`config.mk`:
```
export PLATFORM = sky130hd
export DESIGN_NAME = crc8_stream_tx
export DESIGN_NICKNAME = d
export VERILOG_FILES = /design/src/crc8_pkg.sv /design/src/crc8_stream_tx.sv
export VERILOG_INCLUDE_DIRS = /design/src /design/src/src
export SDC_FILE = /design/constraint.sdc
export NUM_CORES = 1
export LEC_CHECK = 0
export BUFFER_PORTS_ARGS = -buffer_cell sky130_fd_sc_hd__buf_2
export CORE_UTILIZATION = 35
export CTS_BUF_LIST = sky130_fd_sc_hd__clkbuf_8
export DETAILED_ROUTE_END_ITERATION = 10
export GPL_ROUTABILITY_DRIVEN = 0
export GPL_TIMING_DRIVEN = 0
export PLACE_DENSITY = 0.62
export RECOVER_POWER = 25
export SYNTH_ARGS = -nofsm -noshare
export SYNTH_HDL_FRONTEND = slang
export SYNTH_HIERARCHICAL = 1
export SYNTH_SLANG_ARGS = --single-unit
```
`constraint.sdc`:
```
create_clock -name clk_sys_i -period 5.28 [get_ports clk_sys_i]
set_clock_uncertainty 0.15 [all_clocks]
set_input_delay 1.056 -clock clk_sys_i [delete_from_list [all_inputs] [get_ports clk_sys_i]]
set_output_delay 1.056 -clock clk_sys_i [all_outputs]
set_load 0.02 [all_outputs]
```
`src/crc8_map.svh`:
```
// constants for the bit-serial crc-8 stream generator
// assumes inclusion by bare name from the package and design file
`ifndef CRC8_MAP_SVH
`define CRC8_MAP_SVH

`define CRC8_WIDTH 8
`define CRC8_INIT 8'h00
`define CRC8_MSB 7
`define CRC8_TAP_LO 4
`define CRC8_TAP_HI 5
`define CRC8_MSG_BYTES 5
`define CRC8_BIT_LAST 3'h7
`define CRC8_BYTE_LAST 3'h4
`define CRC8_FIFO_DEPTH 8

`endif

```
`src/crc8_pkg.sv`:
```
// types shared by the crc-8 stream generator
// assumes crc8_map.svh is on the include path
package crc8_pkg;
    `include "crc8_map.svh"

    typedef enum logic [1:0] {
        ST_IDLE,
        ST_DATA,
        ST_CHECK
    } tx_state_t;

    typedef logic [`CRC8_WIDTH-1:0] crc_byte_t;
endpackage : crc8_pkg

```
`src/crc8_stream_tx.sv`:
```
// sensor-side serialiser: five measurement bytes in, six-byte bit
// stream out (data msb first, then the crc-8 check byte).
// assumes all inputs synchronous to clk_sys_i; the sink may stall.
//
// Operation
// - clear check register before each message
// - compare each bit with register bit 7
// - equal: shift left, bit 0 gets zero
// - differ: shift, invert bits 4,5, bit0 one
// - one step per bit, msb first, in order
// - final register value is the check byte
// - send five data bytes then check byte
`timescale 1ns/1ns

// macros live in the guarded map; including it keeps this file standalone
`include "crc8_map.svh"

// ****************************************************************
// byte fifo
// ****************************************************************
module crc8_byte_fifo #(
    parameter int WIDTH = 8,
    parameter int DEPTH = 8
) (
    input wire logic clk_sys_i,
    input wire logic rst_b_i,
    input wire logic clk_en_i,
    input wire logic [WIDTH-1:0] wr_data_i,
    input wire logic wr_valid_i,
    output logic wr_ready_o,
    output logic [WIDTH-1:0] rd_data_o,
    output logic rd_valid_o,
    input wire logic rd_ready_i
);
    localparam int AW = (DEPTH > 1) ? $clog2(DEPTH) : 1;

    logic [WIDTH-1:0] mem [DEPTH];
    logic [AW-1:0] wr_ptr_ff, nxt_wr_ptr;
    logic [AW-1:0] rd_ptr_ff, nxt_rd_ptr;
    logic [AW:0] count_ff, nxt_count;
    logic full_ff, nxt_full;
    logic empty_ff, nxt_empty;
    logic push, pop;

    function automatic logic [AW-1:0] ptr_inc(input logic [AW-1:0] p);
        ptr_inc = (p == AW'(DEPTH - 1)) ? '0 : p + AW'(1);
    endfunction : ptr_inc

    // full and empty are flops so both handshakes leave a register
    assign wr_ready_o = ~full_ff;
    assign rd_valid_o = ~empty_ff;
    assign rd_data_o = mem[rd_ptr_ff];

    always_comb begin
        push = wr_valid_i & ~full_ff;
        pop = rd_ready_i & ~empty_ff;
        nxt_wr_ptr = push ? ptr_inc(wr_ptr_ff) : wr_ptr_ff;
        nxt_rd_ptr = pop ? ptr_inc(rd_ptr_ff) : rd_ptr_ff;
        nxt_count = count_ff;
        if (push && !pop) begin
            nxt_count = count_ff + (AW+1)'(1);
        end else if (pop && !push) begin
            nxt_count = count_ff - (AW+1)'(1);
        end
        nxt_full = (nxt_count == (AW+1)'(DEPTH));
        nxt_empty = (nxt_count == '0);
    end

    always_ff @(posedge clk_sys_i or negedge rst_b_i) begin
        if (!rst_b_i) begin
            wr_ptr_ff <= '0;
            rd_ptr_ff <= '0;
            count_ff <= '0;
            full_ff <= 1'b0;
            empty_ff <= 1'b1;
        end else if (clk_en_i) begin
            wr_ptr_ff <= nxt_wr_ptr;
            rd_ptr_ff <= nxt_rd_ptr;
            count_ff <= nxt_count;
            full_ff <= nxt_full;
            empty_ff <= nxt_empty;
        end
    end

    // storage has no reset; only written slots are ever read
    always_ff @(posedge clk_sys_i) begin
        if (clk_en_i && push) begin
            mem[wr_ptr_ff] <= wr_data_i;
        end
    end
endmodule : crc8_byte_fifo

// ****************************************************************
// stream generator top
// ****************************************************************
module crc8_stream_tx
    import crc8_pkg::*;
#(
    parameter int FIFO_DEPTH = `CRC8_FIFO_DEPTH
) (
    input wire logic clk_sys_i,
    input wire logic rst_b_i,
    input wire logic clk_en_i,
    input wire logic [7:0] byte_data_i,
    input wire logic byte_valid_i,
    output logic byte_ready_o,
    output logic ser_bit_o,
    output logic ser_valid_o,
    output logic ser_last_o,
    input wire logic ser_ready_i,
    output logic [7:0] crc_value_o,
    output logic frame_done_o
);
    // ************************************************************
    // crc and counter helpers
    // ************************************************************
    // one crc step per bit, feedback into bits 0, 4 and 5
    function automatic crc_byte_t crc_step(input crc_byte_t c,
                                           input logic b);
        crc_byte_t n;
        n = {c[`CRC8_MSB-1:0], 1'b0};
        if (b != c[`CRC8_MSB]) begin
            n[`CRC8_TAP_LO] = ~n[`CRC8_TAP_LO];
            n[`CRC8_TAP_HI] = ~n[`CRC8_TAP_HI];
            n[0] = 1'b1;
        end
        crc_step = n;
    endfunction : crc_step

    // index of the next bit within the byte on the wire
    function automatic logic [2:0] bit_inc(input logic [2:0] n);
        bit_inc = n + 3'h1;
    endfunction : bit_inc

    // bit 0 of each byte is the last to go out
    function automatic logic is_last_bit(input logic [2:0] n);
        is_last_bit = (n == `CRC8_BIT_LAST);
    endfunction : is_last_bit

    // msb first: move the next bit up to the top
    function automatic logic [7:0] shift_up(input logic [7:0] s);
        shift_up = {s[6:0], 1'b0};
    endfunction : shift_up

    logic [7:0] fifo_data;
    logic fifo_valid;
    logic fifo_pop;
    logic fifo_wr_ready;

    // ************************************************************
    // input buffering
    // ************************************************************
    crc8_byte_fifo #(
        .WIDTH(8),
        .DEPTH(FIFO_DEPTH)
    ) u_fifo (
        .clk_sys_i(clk_sys_i),
        .rst_b_i(rst_b_i),
        .clk_en_i(clk_en_i),
        .wr_data_i(byte_data_i),
        .wr_valid_i(byte_valid_i),
        .wr_ready_o(fifo_wr_ready),
        .rd_data_o(fifo_data),
        .rd_valid_o(fifo_valid),
        .rd_ready_i(fifo_pop)
    );

    // ************************************************************
    // serialiser state
    // ************************************************************
    tx_state_t state_ff, nxt_state;
    crc_byte_t crc_ff, nxt_crc;
    logic [7:0] shreg_ff, nxt_shreg;
    logic [2:0] bitcnt_ff, nxt_bitcnt;
    logic [2:0] bytecnt_ff, nxt_bytecnt;
    logic bit_ff, nxt_bit;
    logic valid_ff, nxt_valid;
    logic last_ff, nxt_last;
    logic [7:0] crc_out_ff, nxt_crc_out;
    logic done_ff, nxt_done;
    logic in_ready_ff, nxt_in_ready;
    logic take;

    always_comb begin
        nxt_state = state_ff;
        nxt_crc = crc_ff;
        nxt_shreg = shreg_ff;
        nxt_bitcnt = bitcnt_ff;
        nxt_bytecnt = bytecnt_ff;
        nxt_bit = bit_ff;
        nxt_valid = valid_ff;
        nxt_last = last_ff;
        nxt_crc_out = crc_out_ff;
        nxt_done = 1'b0;
        nxt_in_ready = fifo_wr_ready;
        fifo_pop = 1'b0;
        take = valid_ff & ser_ready_i;
        case (state_ff)
            ST_IDLE: begin
                // cleared every idle cycle: no stale remainder survives
                nxt_crc = `CRC8_INIT;
                if (fifo_valid) begin
                    fifo_pop = 1'b1;
                    nxt_shreg = fifo_data;
                    nxt_bit = fifo_data[7];
                    nxt_valid = 1'b1;
                    nxt_bitcnt = '0;
                    nxt_bytecnt = '0;
                    nxt_state = ST_DATA;
                end
            end
            ST_DATA: begin
                if (take) begin
                    nxt_crc = crc_step(crc_ff, bit_ff);
                    if (!is_last_bit(bitcnt_ff)) begin
                        nxt_shreg = shift_up(shreg_ff);
                        nxt_bit = shreg_ff[6];
                        nxt_bitcnt = bit_inc(bitcnt_ff);
                    end else if (bytecnt_ff == `CRC8_BYTE_LAST) begin
                        // check byte follows the fifth data byte
                        nxt_shreg = crc_step(crc_ff, bit_ff);
                        nxt_bit = nxt_shreg[7];
                        nxt_bitcnt = '0;
                        nxt_state = ST_CHECK;
                    end else begin
                        nxt_bytecnt = bytecnt_ff + 3'h1;
                        nxt_bitcnt = '0;
                        nxt_valid = 1'b0;
                    end
                end
                // refill between bytes; stream pauses if fifo ran dry
                if (!valid_ff && fifo_valid) begin
                    fifo_pop = 1'b1;
                    nxt_shreg = fifo_data;
                    nxt_bit = fifo_data[7];
                    nxt_valid = 1'b1;
                end
            end
            ST_CHECK: begin
                // crc_ff keeps the final remainder while its bits go out
                nxt_last = is_last_bit(nxt_bitcnt);
                if (take) begin
                    if (is_last_bit(bitcnt_ff)) begin
                        nxt_valid = 1'b0;
                        nxt_last = 1'b0;
                        // publish only once the whole check byte has left
                        nxt_crc_out = crc_ff;
                        nxt_done = 1'b1;
                        nxt_state = ST_IDLE;
                    end else begin
                        nxt_shreg = shift_up(shreg_ff);
                        nxt_bit = shreg_ff[6];
                        nxt_bitcnt = bit_inc(bitcnt_ff);
                        nxt_last = is_last_bit(bit_inc(bitcnt_ff));
                    end
                end
            end
            default: begin
                // unreachable encoding: drop the frame, fall back to idle
                nxt_state = ST_IDLE;
                nxt_valid = 1'b0;
                nxt_last = 1'b0;
            end
        endcase
    end

    always_ff @(posedge clk_sys_i or negedge rst_b_i) begin
        if (!rst_b_i) begin
            state_ff <= ST_IDLE;
            crc_ff <= `CRC8_INIT;
            shreg_ff <= 8'h00;
            bitcnt_ff <= 3'h0;
            bytecnt_ff <= 3'h0;
            bit_ff <= 1'b0;
            valid_ff <= 1'b0;
            last_ff <= 1'b0;
            crc_out_ff <= 8'h00;
            done_ff <= 1'b0;
            in_ready_ff <= 1'b0;
        end else if (clk_en_i) begin
            state_ff <= nxt_state;
            crc_ff <= nxt_crc;
            shreg_ff <= nxt_shreg;
            bitcnt_ff <= nxt_bitcnt;
            bytecnt_ff <= nxt_bytecnt;
            bit_ff <= nxt_bit;
            valid_ff <= nxt_valid;
            last_ff <= nxt_last;
            crc_out_ff <= nxt_crc_out;
            done_ff <= nxt_done;
            in_ready_ff <= nxt_in_ready;
        end
    end

    // registered ready lags the fifo by one cycle; fifo still
    // refuses writes when full, so a write offered under a stale ready is dropped
    assign byte_ready_o = in_ready_ff;
    assign ser_bit_o = bit_ff;
    assign ser_valid_o = valid_ff;
    assign ser_last_o = last_ff;
    assign crc_value_o = crc_out_ff;
    assign frame_done_o = done_ff;
endmodule : crc8_stream_tx

```
* Yosys cells after proc, flatten, opt, wreduce, memory -nomap -nowiden
Memory sizes are Yosys's and may differ from the RTL's.
Cells that the tools add are included.
** Storage, ports and cells
- Register bits after elaboration :: 48
- Bits in writable memories :: 64
- Memories :: 1
- Output and inout port bits :: 13
- Word-level logic and storage cells :: 134
- Input port bits :: 13
** Cells by class
- Mux-type cells :: 60
- Reduce and logical (&&, ||, !) cells :: 22
- Equal/unequal tests :: 21
- Bitwise gates (word level) :: 8
- Add/subtract/negate cells :: 6
** Memories
- u_fifo.mem :: words 8, width 8, read ports 1, clocked after Yosys merged registers in 0, wr ports 1, RTL line crc8_stream_tx.sv:37 : logic [WIDTH-1:0] mem [DEPTH];
** Operators by type and width (count)
- $mux 7 :: 7
- $mux 3 :: 10
- $mux 1 :: 24
- $pmux 7 s3 :: 1
- $reduce_and 7->1 :: 3
- $ne 2x2->1 const B :: 8
- $pmux 8 s2 :: 1
- $eq 3x3->1 const B :: 5
- $mux 2 :: 7
- $add 3x1->3 const B :: 4
- $reduce_and 6->1 :: 2
- $ne 3x3->1 const B :: 3
- $pmux 3 s3 :: 1
- $mux 4 :: 2
- $mux 8 :: 1
- $pmux 1 s3 :: 2
- $pmux 2 s3 :: 1
- $pmux 3 s2 :: 1
- $reduce_and 2->1 :: 3
- $not 1->1 :: 5
- $add 4x1->4 const B :: 1
- $eq 4x4->1 const B :: 1
- $logic_and 1x1->1 :: 4
- $logic_not 4->1 :: 1
- 14 further kinds :: 19

* Depth between registers and ports, before layout
Gate-level depths: netlist of the first run.
- Depth after elaboration :: 9
- Gate-level depth with buffers :: 11
- Gate-level depth less buffers :: 9

* Cells and area by module
Netlist of the first run, hierarchy kept.
** Modules (own cells, without submodules)
- crc8_byte_fifo :: cells an instance 172, area an instance 3184.3 um2, times used 1, seq. area each 2223.4 um2
- crc8_stream_tx :: cells an instance 224, area an instance 2217.1 um2, times used 1, seq. area each 900.9 um2

* Worst setup path before layout of the first run
Ideal clock, no wire load.
- Path kind :: input -> register
- Start :: input byte_valid_i
- End :: memory u_fifo.mem[0][0], enable pin
- Library setup time :: 0.395 ns
- Cell stages on the path :: 3
- Arrival time :: 2.254 ns
- Data required time :: 4.735 ns
- Path slack :: 2.482 ns
- Cell sequence :: nor2b_2 nand2_1 nor4_1
** Between the ends
- Cells in the longest elaborated chain, start to end :: 4
** Ends and longest elaborated chain
- from (decl) :: RTL line crc8_stream_tx.sv:105 : input wire logic byte_valid_i,
- $and 1x1->1 :: RTL line crc8_stream_tx.sv:55 : push = wr_valid_i & ~full_ff;
- $logic_and 1x1->1 :: RTL line crc8_stream_tx.sv:87 : if (clk_en_i && push) begin
- $mux 1 :: RTL line crc8_stream_tx.sv:87
- $mux 1 (implied by the code) :: RTL line crc8_stream_tx.sv:88 : mem[wr_ptr_ff] <= wr_data_i;
- to (decl) :: RTL line crc8_stream_tx.sv:37
Every way passes these cells.

* Final worst setup path of the first run
- Start :: register state_ff[1]
- End :: register u_fifo.full_ff
** Between the ends
- Cells in the longest elaborated chain, start to end :: 7
** Ends and longest elaborated chain
- from (decl) :: RTL line crc8_stream_tx.sv:171 : tx_state_t state_ff, nxt_state;
- from (signal assigned) :: RTL line crc8_stream_tx.sv:281 : state_ff <= nxt_state;
- $eq 2x1->1 or $logic_not 2->1 (tied branches) :: RTL line crc8_stream_tx.sv:198 : case (state_ff)
- $pmux 1 s2 * :: RTL line crc8_stream_tx.sv:198
- named net fifo_pop :: RTL line crc8_stream_tx.sv:147 : logic fifo_pop;
- $and 1x1->1 * :: RTL line crc8_stream_tx.sv:56 : pop = rd_ready_i & ~empty_ff;
- $logic_and 1x1->1 or $logic_not 1->1 (tied branches) :: RTL line crc8_stream_tx.sv:62, crc8_stream_tx.sv:60
- $mux 4 or $logic_and 1x1->1 (tied branches) :: RTL line crc8_stream_tx.sv:62, crc8_stream_tx.sv:60
- $mux 4 * :: RTL line crc8_stream_tx.sv:60 : if (push && !pop) begin
- $eq 4x4->1 * :: RTL line crc8_stream_tx.sv:65 : nxt_full = (nxt_count == (AW+1)'(DEPTH));
- to (signal assigned) :: RTL line crc8_stream_tx.sv:80 : full_ff <= nxt_full;
- to (decl) :: RTL line crc8_stream_tx.sv:41 : logic full_ff, nxt_full;
The timed path passes the listed nets; every way through them passes the cells marked *.
A chain may end at the register's enable or synchronous reset.

==> key figures, run 1 <==
Status
  – Status: completed

Clock network
  – H-tree levels: 3
  – Cts hold-fix bufs: 0
  – CTS Sinks: roughly 110
  – Clk Latency, worst-skew pair: between 300 and 400 ps
  – Post-CTS resize count: 0
  – CTS tree: done
  – CTS root buffer: clkbuf_8
  – CTS clk-pin slew, worst paths: roughly 100 ps
  – Post-CTS setup buffers: 0
  – Worst-case clock buffer depth: 2
  – Total CTS buffers: 9

Layout
  – Nets: between 400 and 500
  – Share of layout cells above drive strength 1: 0.233
  – Filler cells: around 1400
  – # diodes: 0
  – Cell Count, Final, Fillers Out: 626
  – Synth-to-Final Area Change: 10.7%

Global route
  – First-pass GRT wire length: around 18 mm
  – Largest net degree at the start of global routing: between 40 and 50
  – Global route overflow: 0
  – GRT Total Usage: 0.148
  – Vias in the first global route: about 3400
  – Initial antenna violation count: 0

STA
  – Max Clock Freq: roughly 320 MHz
  – Final setup TNS: 0 ps
  – Actual slew at the worst max-slew pin: 1340 ps
  – Endpoints failing hold: 0
  – Fin. max-slew vios: 0
  – Min cycle time layout: about 3200 ps
  – Unrepaired setup endpoints after global routing: false
  – Setup violators final: 0
  – Final period util: 0.597
  – Slew HR: 0.102

Synth
  – Sequential fraction of the synthesis area: 0.578
  – Area leader, netlist: edfxtp_1
  – Mean Syn Cell Area: 13.6 um2
  – Top cells by count, synth: 64 x edfxtp_1, 47 x dfrtp_1, 27 x mux2_2
  – Warnings from Yosys: 6
  – Post-synth top flop: edfxtp_1
  – Number of flops mapped to enable cells by yosys: 64
  – Yosys top cell area share: 0.356
  – Synth Cell Area: about 5400 um2
  – Post-synth cell types: 59
  – Syn_nets: approximately 430
  – Post-synth ARST share: 0.429
  – Synth Register Bits: ~110
  – Cells after synthesis: just under 400
  – Count leader, synth: edfxtp_1
  – Top cells by area, synth: edfxtp_1 36%, dfrtp_1 22%, mux4_2 6.7%

Drt
  – Routed wire length: roughly 11 mm
  – Drt drc: 0
  – Routed length per instance: between 15 and 20 um
  – Initial DRC Count: between 200 and 250
  – ANT nets after route: 0
  – Via count: between 3000 and 4000
  – Post-DR vias/cell: between 5 and 6
  – DR pass1 iterations: 5

Setup path
  – Critical Path Most Common Cell: nor2b_1
  – CP Max Fanout: 10
  – Crit-path cells: inv_1, ha_1, buf_2, buf_1, a21oi_1, nor2b_1, nor2b_1, nand2_1, o41ai_2, xor2_1, a32o_2
  – Startpoint types: flip-flop
  – Crit path largest cell delay: just over 400 ps
  – Arr. time, crit path: 3280 ps
  – CP required: between 5000 and 6000 ps
  – CP max-delay cell: buf_1
  – Worst setup path category: flip-flop to flip-flop
  – CP endpoint kind: flip-flop

Placed design
  – Detailed Place HPWL: between 7 and 8 mm
  – Placed cell count: between 600 and 700
  – Port Buf Inserts: 25

Floorplanning
  – # rows: 45
  – Starting Density: 0.357
  – Core area: 15100 um2
  – Ports: 26
  – Area of the die: approximately 16000 um2
  – Die H: approximately 130 um
  – Chip width: about 130 um

Power
  – Pwr per Cell Area: 503 nW/um2
  – Flop pwr share: 0.402
  – Sw power: roughly 1.1 mW
  – Leak Pwr: 2.32 nW
  – Part of the power in the clock network: 0.175
  – Switching Fraction: 0.373
  – Internal cell power: 1.89 mW
  – Worst IR Drop VDD: 0.283 mV
  – Logic pwr share: 0.423

Run
  – MaxCap Viol Count: 0

Hold path
  – Min-Delay Path Class: flip-flop to flip-flop
[power by group through the flow]
stage | clock network (mW) | registers (mW) | logic (mW)
6_report | 0.526 | 1.21 | 1.27
5_1_grt | 0.578 | 1.24 | 1.41
4_1_cts | 0.544 | 1.21 | 1.28
3_5_place_dp | 0 | 1.23 | 1.27
3_3_place_gp | 0 | 1.22 | 1.24
2_1_floorplan | 0 | 1.20 | 0.968
[layout by cell type, fill, tap and decap left out, types with 4 or more instances in the layout]
cell / netlist / layout
and3_1: 6 / 6
a31oi_1: 6 / 6
nor3_1: 8 / 5
xnor2_1: 4 / 4
a22oi_1: 9 / 9
nor2_1: 15 / 15
mux4_2: 16 / 16
or3_1: 4 / 4
dfrtp_1: 47 / 47
ha_1: 16 / 16
o21ai_0: 20 / 20
mux2_2: 27 / 27
clkbuf_8: 0 / 9
o211ai_1: 6 / 6
nand2b_1: 6 / 6
buf_2: 5 / 22
nand2_1: 25 / 25
a21oi_1: 9 / 9
edfxtp_1: 64 / 64
clkbuf_1: 7 / 15
nor2b_1: 6 / 6
inv_1: 20 / 21
nand3_1: 12 / 12
[stage by stage]
stage               area, um2  power [mW]  worst slack, ps  hold WS, ps  utilization
CTS                      5980        3.03             2150          342        0.395
global route             5980        3.23             1860          377        0.395
floorplan                5400        2.17             2480          327            -
finish                   5980        3.01             2130          336        0.395
global placement         5760        2.45             1510          308        0.380
detailed placement       5780        2.50             1890          319        0.382
[cells by family after synthesis]
logic type / share of synthesized area
flip-flops: 0.578
buffers and inverters: 0.0313
AO/OA/AOI/OAI: 0.102
XOR/XNOR: 0.0185
multiplexers: 0.137
AND/OR/NAND/NOR: 0.0961
adder cells (fa/ha/maj): 0.0371
[sequential cells by signal, indices dropped and copies added (netlist names), 2 cells and up]
name / count
bytecnt_ff: 3
u_fifo/wr_ptr_ff: 3
u_fifo/mem: 64
crc_value_o: 8
bitcnt_ff: 3
state_ff: 2
u_fifo/count_ff: 4
shreg_ff: 7
crc_ff: 8
u_fifo/rd_ptr_ff: 3
[area by class of cell]
type,instances,area (um2),area share
Timing Repair Buffer,26,123,0.0205
Buffer,18,93.8,0.0157
Multi-Input combinational cell,246,2130,0.356
Clock buffer,9,124,0.0207
Clock inverter,7,77.6,0.0130
Tap cell,188,235,0.0393
Sequential cell,112,3120,0.522
Inverter,20,75.1,0.0125
[path summary, 6_finish.rpt]
path                         startpoint             end  slack (ps)  cells past startpoint
setup reg to reg            state_ff[1]  u_fifo/full_ff        2130                     11
hold / removal             frame_done_o    frame_done_o         340                      1
max in group asynchronous       rst_b_i       crc_ff[1]        3610                      1
setup / recovery            state_ff[1]  u_fifo/full_ff        2130                     11
min in group asynchronous       rst_b_i   bytecnt_ff[2]         720                      1
hold reg to reg            frame_done_o    frame_done_o         340                      1
[worst max-delay path, delay by kind of cell (launching register included)]
family,cells,cell delay [ps]
and+or+nand+nor,3,730
buffers and inverters,3,720
adders and majority gates,1,150
AOI/OAI and AO/OA,3,780
DFF,1,390
xor gates and xnor gates,1,140
[per-layer routing]
layer	wire length, um	vias to the layer above	GRT usage
li1	-	1571	-
met1	4980	1645	0.192
met2	5110	67	0.242
met3	465	10	0.0429
met4	117	0	0.0383
met5	0	-	0
Note: power is estimated with default switching activity, not from simulation.
==> inputs of run 2 (changes only) <==
--- a/config.mk
+++ b/config.mk
@@ -12,7 +12,7 @@
 export DETAILED_ROUTE_END_ITERATION = 10
 export GPL_ROUTABILITY_DRIVEN = 0
 export GPL_TIMING_DRIVEN = 0
-export PLACE_DENSITY = 0.62
+export PLACE_DENSITY = 0.64
 export RECOVER_POWER = 25
 export SYNTH_ARGS = -nofsm -noshare
 export SYNTH_HDL_FRONTEND = slang
==> constraint.sdc (replaced) <==
create_clock -name clk_sys_i -period 2.7 [get_ports clk_sys_i]
set_clock_uncertainty 0.15 [all_clocks]
set_input_delay 0.54 -clock clk_sys_i [delete_from_list [all_inputs] [get_ports clk_sys_i]]
set_output_delay 0.54 -clock clk_sys_i [all_outputs]
set_load 0.02 [all_outputs]
==> run 2 against run 1 <==
Non-clock buffer count increased by 4. First-iteration DRC count decreased by 4.2%. Sequential power is 97% higher. Via count is 3.4% higher. Clock power grew 98%. Maximum frequency increased by 23%. Combinational power up 110%. Highest routed layer unchanged.
==> key figures, run 2 (synthesis results as in run 1) <==
Power
  – Worst IR Drop VDD: 0.555 mV (was 0.283 mV)
  – Leak Pwr: 2.35 nW (was 2.32 nW)
  – Sw power: 2.25 mW (was 1.12 mW)
  – Flop pwr share: 0.393 (was 0.402)
  – Logic pwr share: 0.436 (was 0.423)
  – Pwr per Cell Area: 995 nW/um2 (was 503 nW/um2)
  – Internal cell power: 3.80 mW (was 1.89 mW)
  – Part of the power in the clock network: 0.172 (was 0.175)
  – Switching Fraction: 0.372 (was 0.373)

Setup path
  – Reg2reg setup slack: 130 ps (was 2130 ps)
  – Critical path's top delay family: simple AND/OR/NAND/NOR gates (was compound AO/OA/AOI/OAI gates)
  – Startpoint types: flip-flop (unchanged)
  – CP Max Fanout: 10 (unchanged)
  – CP required: 2890 ps (was 5410 ps)
  – Crit path largest cell delay: 410 ps (about the same)
  – Arr. time, crit path: 2760 ps (was 3280 ps)
  – Worst setup path category: flip-flop to flip-flop (unchanged)
  – CP endpoint kind: flip-flop (unchanged)
  – Worst path buffer plus inverter count: 2 (was 3)
  – Crit-path cells: buf_4, ha_4, buf_6, a21oi_1, nor2b_1, nor2b_4, and3_4, or3_1, a2111oi_4, a32o_2 (was inv_1, ha_1, buf_2, buf_1, a21oi_1, nor2b_1, nor2b_1, nand2_1, o41ai_2, xor2_1, a32o_2)
  – CP max-delay cell: dfrtp_1 (was buf_1)

Global route
  – Initial antenna violation count: 0 (unchanged)
  – Vias in the first global route: 3385 (was 3410)
  – GRT Total Usage: 0.147 (was 0.148)
  – Global route overflow: 0 (unchanged)
  – Largest net degree at the start of global routing: 49 (unchanged)
  – First-pass GRT wire length: 17.9 mm (was 18.1 mm)

STA
  – Setup violators final: 0 (unchanged)
  – Final period util: 0.952 (was 0.597)
  – Actual slew at the worst max-slew pin: 1090 ps (was 1340 ps)
  – Fin. max-slew vios: 0 (unchanged)
  – Unrepaired setup endpoints after global routing: false (unchanged)
  – Final setup TNS: 0 ps (unchanged)
  – Min cycle time layout: 2570 ps (was 3150 ps)
  – Max Clock Freq: 389 MHz (was 317 MHz)
  – Endpoints failing hold: 0 (unchanged)
  – Slew HR: 0.275 (was 0.102)

Clock network
  – CTS tree: done (unchanged)
  – H-tree levels: 3 (unchanged)
  – CTS root buffer: clkbuf_8 (unchanged)
  – CTS clk-pin slew, worst paths: 110 ps (was 100 ps)
  – Clk Latency, worst-skew pair: 390 ps (about the same)
  – CTS Sinks: 112 (unchanged)
  – Total CTS buffers: 9 (unchanged)
  – Worst-case clock buffer depth: 2 (unchanged)
  – Cts hold-fix bufs: 0 (unchanged)

Floorplanning
  – Chip width: 126 um (unchanged)
  – Die H: 126 um (unchanged)
  – Area of the die: 15900 um2 (unchanged)
  – Core area: 15100 um2 (unchanged)
  – # rows: 45 (unchanged)
  – Ports: 26 (unchanged)
  – Starting Density: 0.357 (unchanged)

Placed design
  – Detailed Place HPWL: 7.42 mm (was 7.36 mm)
  – Placed cell count: 610 (unchanged)
  – Port Buf Inserts: 25 (unchanged)

Layout
  – Cell Count, Final, Fillers Out: 630 (was 626)
  – Synth-to-Final Area Change: 12.5% (was 10.7%)
  – # diodes: 0 (unchanged)
  – Commonest non-fill, non-tap cells in the layout: 64 x edfxtp_1, 47 x dfrtp_1, 27 x mux2_2 (unchanged)
  – Share of layout cells above drive strength 1: 0.265 (was 0.233)
  – Final Util: 0.401 (was 0.395)
  – Reg with most FFs: u_fifo/mem (unchanged)
  – Commonest non-fill, non-tap cell in the layout: edfxtp_1 (unchanged)
  – Filler cells: 1378 (was 1421)
  – Max reg flops: 64 (unchanged)
  – Nets: 466 (was 462)

Drt
  – Via count: 3405 (was 3293)
  – ANT nets after route: 0 (unchanged)
  – Initial DRC Count: 206 (was 215)
  – Routed wire length: 10.8 mm (was 10.7 mm)
  – Routed length per instance: 17.2 um (was 17.0 um)
  – Post-DR vias/cell: 5.40 (was 5.26)
  – Drt drc: 0 (unchanged)
  – DR pass1 iterations: 4 (was 5)

Hold path
  – Min-Delay Path Class: input port to asynchronous set/reset pin (was flip-flop to flip-flop)

Status
  – Status: completed (unchanged)

Run
  – MaxCap Viol Count: 0 (unchanged)
[run 2: cell count changes in the layout (fill, tap and decap cells not counted), sizes merged]
cell,previous run,this run
buf,28,32
clkinvlp,0,1
inv,24,23
[run 2: what timing repair did]
action                                 4_1_cts  5_1_grt
endpoints found under the hold margin        0        0
buffers inserted                             3        2
pin swaps                                    1        2
setup endpoints to repair                   12       15
resized for setup                           12        7
[run 2: through the flow]
step	power [mW]	area (um2)	worst slack [ps]	hold WS [ps]
after floorplan	4.25	5400	46.5	94.4
after global placement	4.78	5760	-621	307
after detailed placement	4.87	5780	-462	316
after CTS	6.02	6040	18.5	228
after global routing	6.44	6080	5.19	285
final	6.05	6080	129	191
[run 2: worst paths after layout]
path,startpoint,end,cells after the start
worst max-delay path,state_ff[0],u_fifo/full_ff,10
worst min-delay path,rst_b_i,ser_last_o,1
worst max register to register,state_ff[0],u_fifo/full_ff,10
worst min register to register,frame_done_o,frame_done_o,1
max in group asynchronous,rst_b_i,shreg_ff[4],1
min in group clk_sys_i,frame_done_o,frame_done_o,1
[run 2: final cells by class]
cell class                 count  area, um2  area share
inverter                      20       75.1      0.0124
sequential                   112       3120       0.514
timing repair buffer          31        160      0.0263
buffer                        17        108      0.0177
multi-input combinational    246       2170       0.358
clock buffer                   9        124      0.0204
tap                          188        235      0.0387
clock inverter                 7       77.6      0.0128
[run 2: routing by layer]
| metal | global-route usage | vias to the layer above | wire length, um |
|---|---|---|---|
| li1 | - | 1584 | - |
| met2 | 0.241 | 93 | 5210 |
| met1 | 0.185 | 1709 | 4880 |
| met4 | 0.0581 | 0 | 222 |
| met5 | 0 | - | 0 |
| met3 | 0.0374 | 19 | 503 |
[run 2: power groups by stage]
| stage | sequential [mW] | combinational, mW | clock [mW] |
|---|---|---|---|
| 5_1_grt | 2.42 | 2.89 | 1.14 |
| 6_report | 2.38 | 2.63 | 1.04 |
| 3_3_place_gp | 2.37 | 2.41 | 0 |
| 3_5_place_dp | 2.41 | 2.47 | 0 |
| 4_1_cts | 2.37 | 2.58 | 1.08 |
| 2_1_floorplan | 2.36 | 1.89 | 0 |
==> inputs of run 3 (changes only) <==
--- a/config.mk
+++ b/config.mk
@@ -6,13 +6,13 @@
 export SDC_FILE = /design/constraint.sdc
 export NUM_CORES = 1
 export LEC_CHECK = 0
-export BUFFER_PORTS_ARGS = -buffer_cell sky130_fd_sc_hd__buf_2
 export CORE_UTILIZATION = 35
 export CTS_BUF_LIST = sky130_fd_sc_hd__clkbuf_8
 export DETAILED_ROUTE_END_ITERATION = 10
+export DONT_BUFFER_PORTS = 1
 export GPL_ROUTABILITY_DRIVEN = 0
 export GPL_TIMING_DRIVEN = 0
-export PLACE_DENSITY = 0.64
+export PLACE_DENSITY = 0.63
 export RECOVER_POWER = 25
 export SYNTH_ARGS = -nofsm -noshare
 export SYNTH_HDL_FRONTEND = slang
==> constraint.sdc (replaced) <==
create_clock -name clk_sys_i -period 2.3 [get_ports clk_sys_i]
set_clock_uncertainty 0.15 [all_clocks]
set_input_delay 0.46 -clock clk_sys_i [delete_from_list [all_inputs] [get_ports clk_sys_i]]
set_output_delay 0.46 -clock clk_sys_i [all_outputs]
set_load 0.02 [all_outputs]
==> run 3 against run 2 <==
Die area did not move. Design area up 7.5%. Cell count is 3.0% higher. Non-clock buffer count rose by 19. First-iteration DRC count down 4.9%. Critical path depth is the same. Sequential power grew 21%. Setup slack got worse by 110 ps. Core utilization grew 3.0 points. Critical endpoint unchanged. Largest cell class unchanged. Largest power group unchanged.
==> key figures, run 3 (synthesis results as in run 1) <==
Clock network
  – Total CTS buffers: 9 (unchanged)
  – CTS Sinks: 112 (unchanged)
  – CTS clk-pin slew, worst paths: 100 ps (was 110 ps)
  – H-tree levels: 3 (unchanged)
  – CTS tree: done (unchanged)
  – CTS root buffer: clkbuf_8 (unchanged)
  – Clk Latency, worst-skew pair: 380 ps (was 390 ps)
  – Worst-case clock buffer depth: 2 (unchanged)

Drt
  – Via count: 3467 (was 3405)
  – Initial DRC Count: 196 (was 206)
  – Post-DR vias/cell: 5.34 (was 5.40)
  – Routed wire length: 11.4 mm (was 10.8 mm)
  – Drt drc: 0 (unchanged)
  – DR pass1 iterations: 4 (unchanged)
  – Routed length per instance: 17.5 um (was 17.2 um)
  – ANT nets after route: 0 (unchanged)

STA
  – Slew HR: 0.195 (was 0.275)
  – Endpoints failing hold: 0 (unchanged)
  – Setup violators final: 0 (unchanged)
  – Actual slew at the worst max-slew pin: 1210 ps (was 1090 ps)
  – Unrepaired setup endpoints after global routing: true (was false)
  – Final WS setup: 17.7 ps (was 129 ps)
  – Fin. max-slew vios: 0 (unchanged)
  – Hold Slack: 24.2 ps (was 191 ps)
  – Min cycle time layout: 2280 ps (was 2570 ps)
  – Final period util: 0.992 (was 0.952)
  – Max Clock Freq: 438 MHz (was 389 MHz)

Power
  – Logic pwr share: 0.487 (was 0.436)
  – Power, Total: 7.71 mW (was 6.05 mW)
  – Worst IR Drop VDD: 0.452 mV (was 0.555 mV)
  – Flop pwr share: 0.372 (was 0.393)
  – Leak Pwr: 2.52 nW (was 2.35 nW)
  – Part of the power in the clock network: 0.141 (was 0.172)
  – Switching Fraction: 0.372 (about the same)
  – Internal cell power: 4.84 mW (was 3.80 mW)
  – Pwr per Cell Area: 1180 nW/um2 (was 995 nW/um2)
  – Sw power: 2.87 mW (was 2.25 mW)

Floorplanning
  – Area of the die: 15900 um2 (unchanged)
  – Die H: 126 um (unchanged)
  – Chip width: 126 um (unchanged)
  – # rows: 45 (unchanged)
  – Starting Density: 0.357 (unchanged)
  – Ports: 26 (unchanged)
  – Core area: 15100 um2 (unchanged)

Layout
  – Share of layout cells above drive strength 1: 0.334 (was 0.265)
  – Synth-to-Final Area Change: 21.0% (was 12.5%)
  – Reg with most FFs: u_fifo/mem (unchanged)
  – # diodes: 0 (unchanged)
  – Commonest non-fill, non-tap cell in the layout: edfxtp_1 (unchanged)
  – Max reg flops: 64 (unchanged)
  – Commonest non-fill, non-tap cells in the layout: 64 x edfxtp_1, 45 x dfrtp_1, 35 x buf_4 (was 64 x edfxtp_1, 47 x dfrtp_1, 27 x mux2_2)
  – Nets: 485 (was 466)

Setup path
  – CP Max Fanout: 3 (was 10)
  – Worst setup path category: flip-flop to flip-flop (unchanged)
  – Startpoint types: flip-flop (unchanged)
  – CP required: 2470 ps (was 2890 ps)
  – Arr. time, crit path: 2450 ps (was 2760 ps)
  – CP endpoint kind: flip-flop (unchanged)

Global route
  – Vias in the first global route: 3496 (was 3385)
  – GRT Total Usage: 0.153 (was 0.147)
  – Initial antenna violation count: 0 (unchanged)
  – Largest net degree at the start of global routing: 49 (unchanged)
  – Global route overflow: 0 (unchanged)
  – First-pass GRT wire length: 18.5 mm (was 17.9 mm)

Run
  – MaxCap Viol Count: 0 (unchanged)

Placed design
  – Detailed Place HPWL: 7.56 mm (was 7.42 mm)
  – Setup Slack @ Placement: -452 ps (was -462 ps)
  – Port Buf Inserts: 0 (was 25)

Hold path
  – Min-Delay Path Class: input port to flip-flop (was input port to asynchronous set/reset pin)

Status
  – Status: completed (unchanged)
run 3: cell types whose count changed in the layout (fill, tap and decap cells not counted), moves of 3 or more:
cell / before / now
ha_4: 1 / 4
buf_2: 19 / 2
nor2_1: 15 / 10
nor3_2: 4 / 1
buf_12: 0 / 3
clkbuf_1: 12 / 3
nor3_4: 0 / 3
dlygate4sd3_1: 0 / 13
ha_1: 14 / 11
nor2_2: 0 / 4
buf_4: 9 / 35
run 3: final timing paths:
path	start	endpoint	slack [ps]	cells after the start
max in group asynchronous	rst_b_i	state_ff[0]	470	2
worst max-delay path	state_ff[1]	u_fifo/full_ff	20	10
worst min register to register	crc_ff[4]	crc_ff[4]	380	2
worst max register to register	state_ff[1]	u_fifo/full_ff	20	10
worst min-delay path	byte_data_i[1]	u_fifo/mem[6][1]	20	0
min in group asynchronous	rst_b_i	bytecnt_ff[0]	720	2
run 3: power groups by stage:
stage	Clock (mW)	Sequential, mW	Combinational, mW
global placement	0	2.85	2.90
CTS	1.13	2.86	3.49
finish	1.09	2.87	3.75
detailed placement	0	2.87	3.00
floorplan	0	2.78	2.38
global route	1.20	2.92	4.09
run 3: routing by layer:
metal	track usage	part of all wire
met4	0.0546	0.014
met5	0	0
met1	0.189	0.43
met2	0.263	0.51
met3	0.0323	0.040
run 3: what timing repair did:
item | in CTS | in global routing
pin swaps | 11 | 10
gates resized for setup | 27 | 24
setup buffers | 21 | 13
setup endpoints to repair | 39 | 56
hold buffers | 6 | 8
hold endpoints to repair | 67 | 34
run 3: area by class of cell:
cell class | instances | area (um2)
well taps | 188 | 235
repair buffers | 50 | 418
clock inverters | 7 | 52.6
inverters | 20 | 75.1
multi-input cells | 246 | 2340
plain buffers | 17 | 163
clock buffers | 9 | 124
fillers | 1372 | 8610
flip-flops and latches | 112 | 3130
run 3: per-stage QoR:
stage	cell area [um2]	utilization	std cells	setup TNS, ps
2_1_floorplan	5500	-	396	-44.2
3_3_place_gp	5740	0.379	584	-20040
3_5_place_dp	5770	0.381	587	-8140
4_1_cts	6300	0.416	629	-178
5_1_grt	6540	0.432	649	-294
6_report	6540	0.432	649	0
run 3: critical path, stage by stage (launching register included):
cell       delay, ps
dfrtp_1          400
inv_2            110
ha_4             160
buf_8            100
a21oi_4           40
nor2b_2          120
nand2b_1          90
and3_4           160
or3_4            380
a2111oi_4        310
a32o_2           220
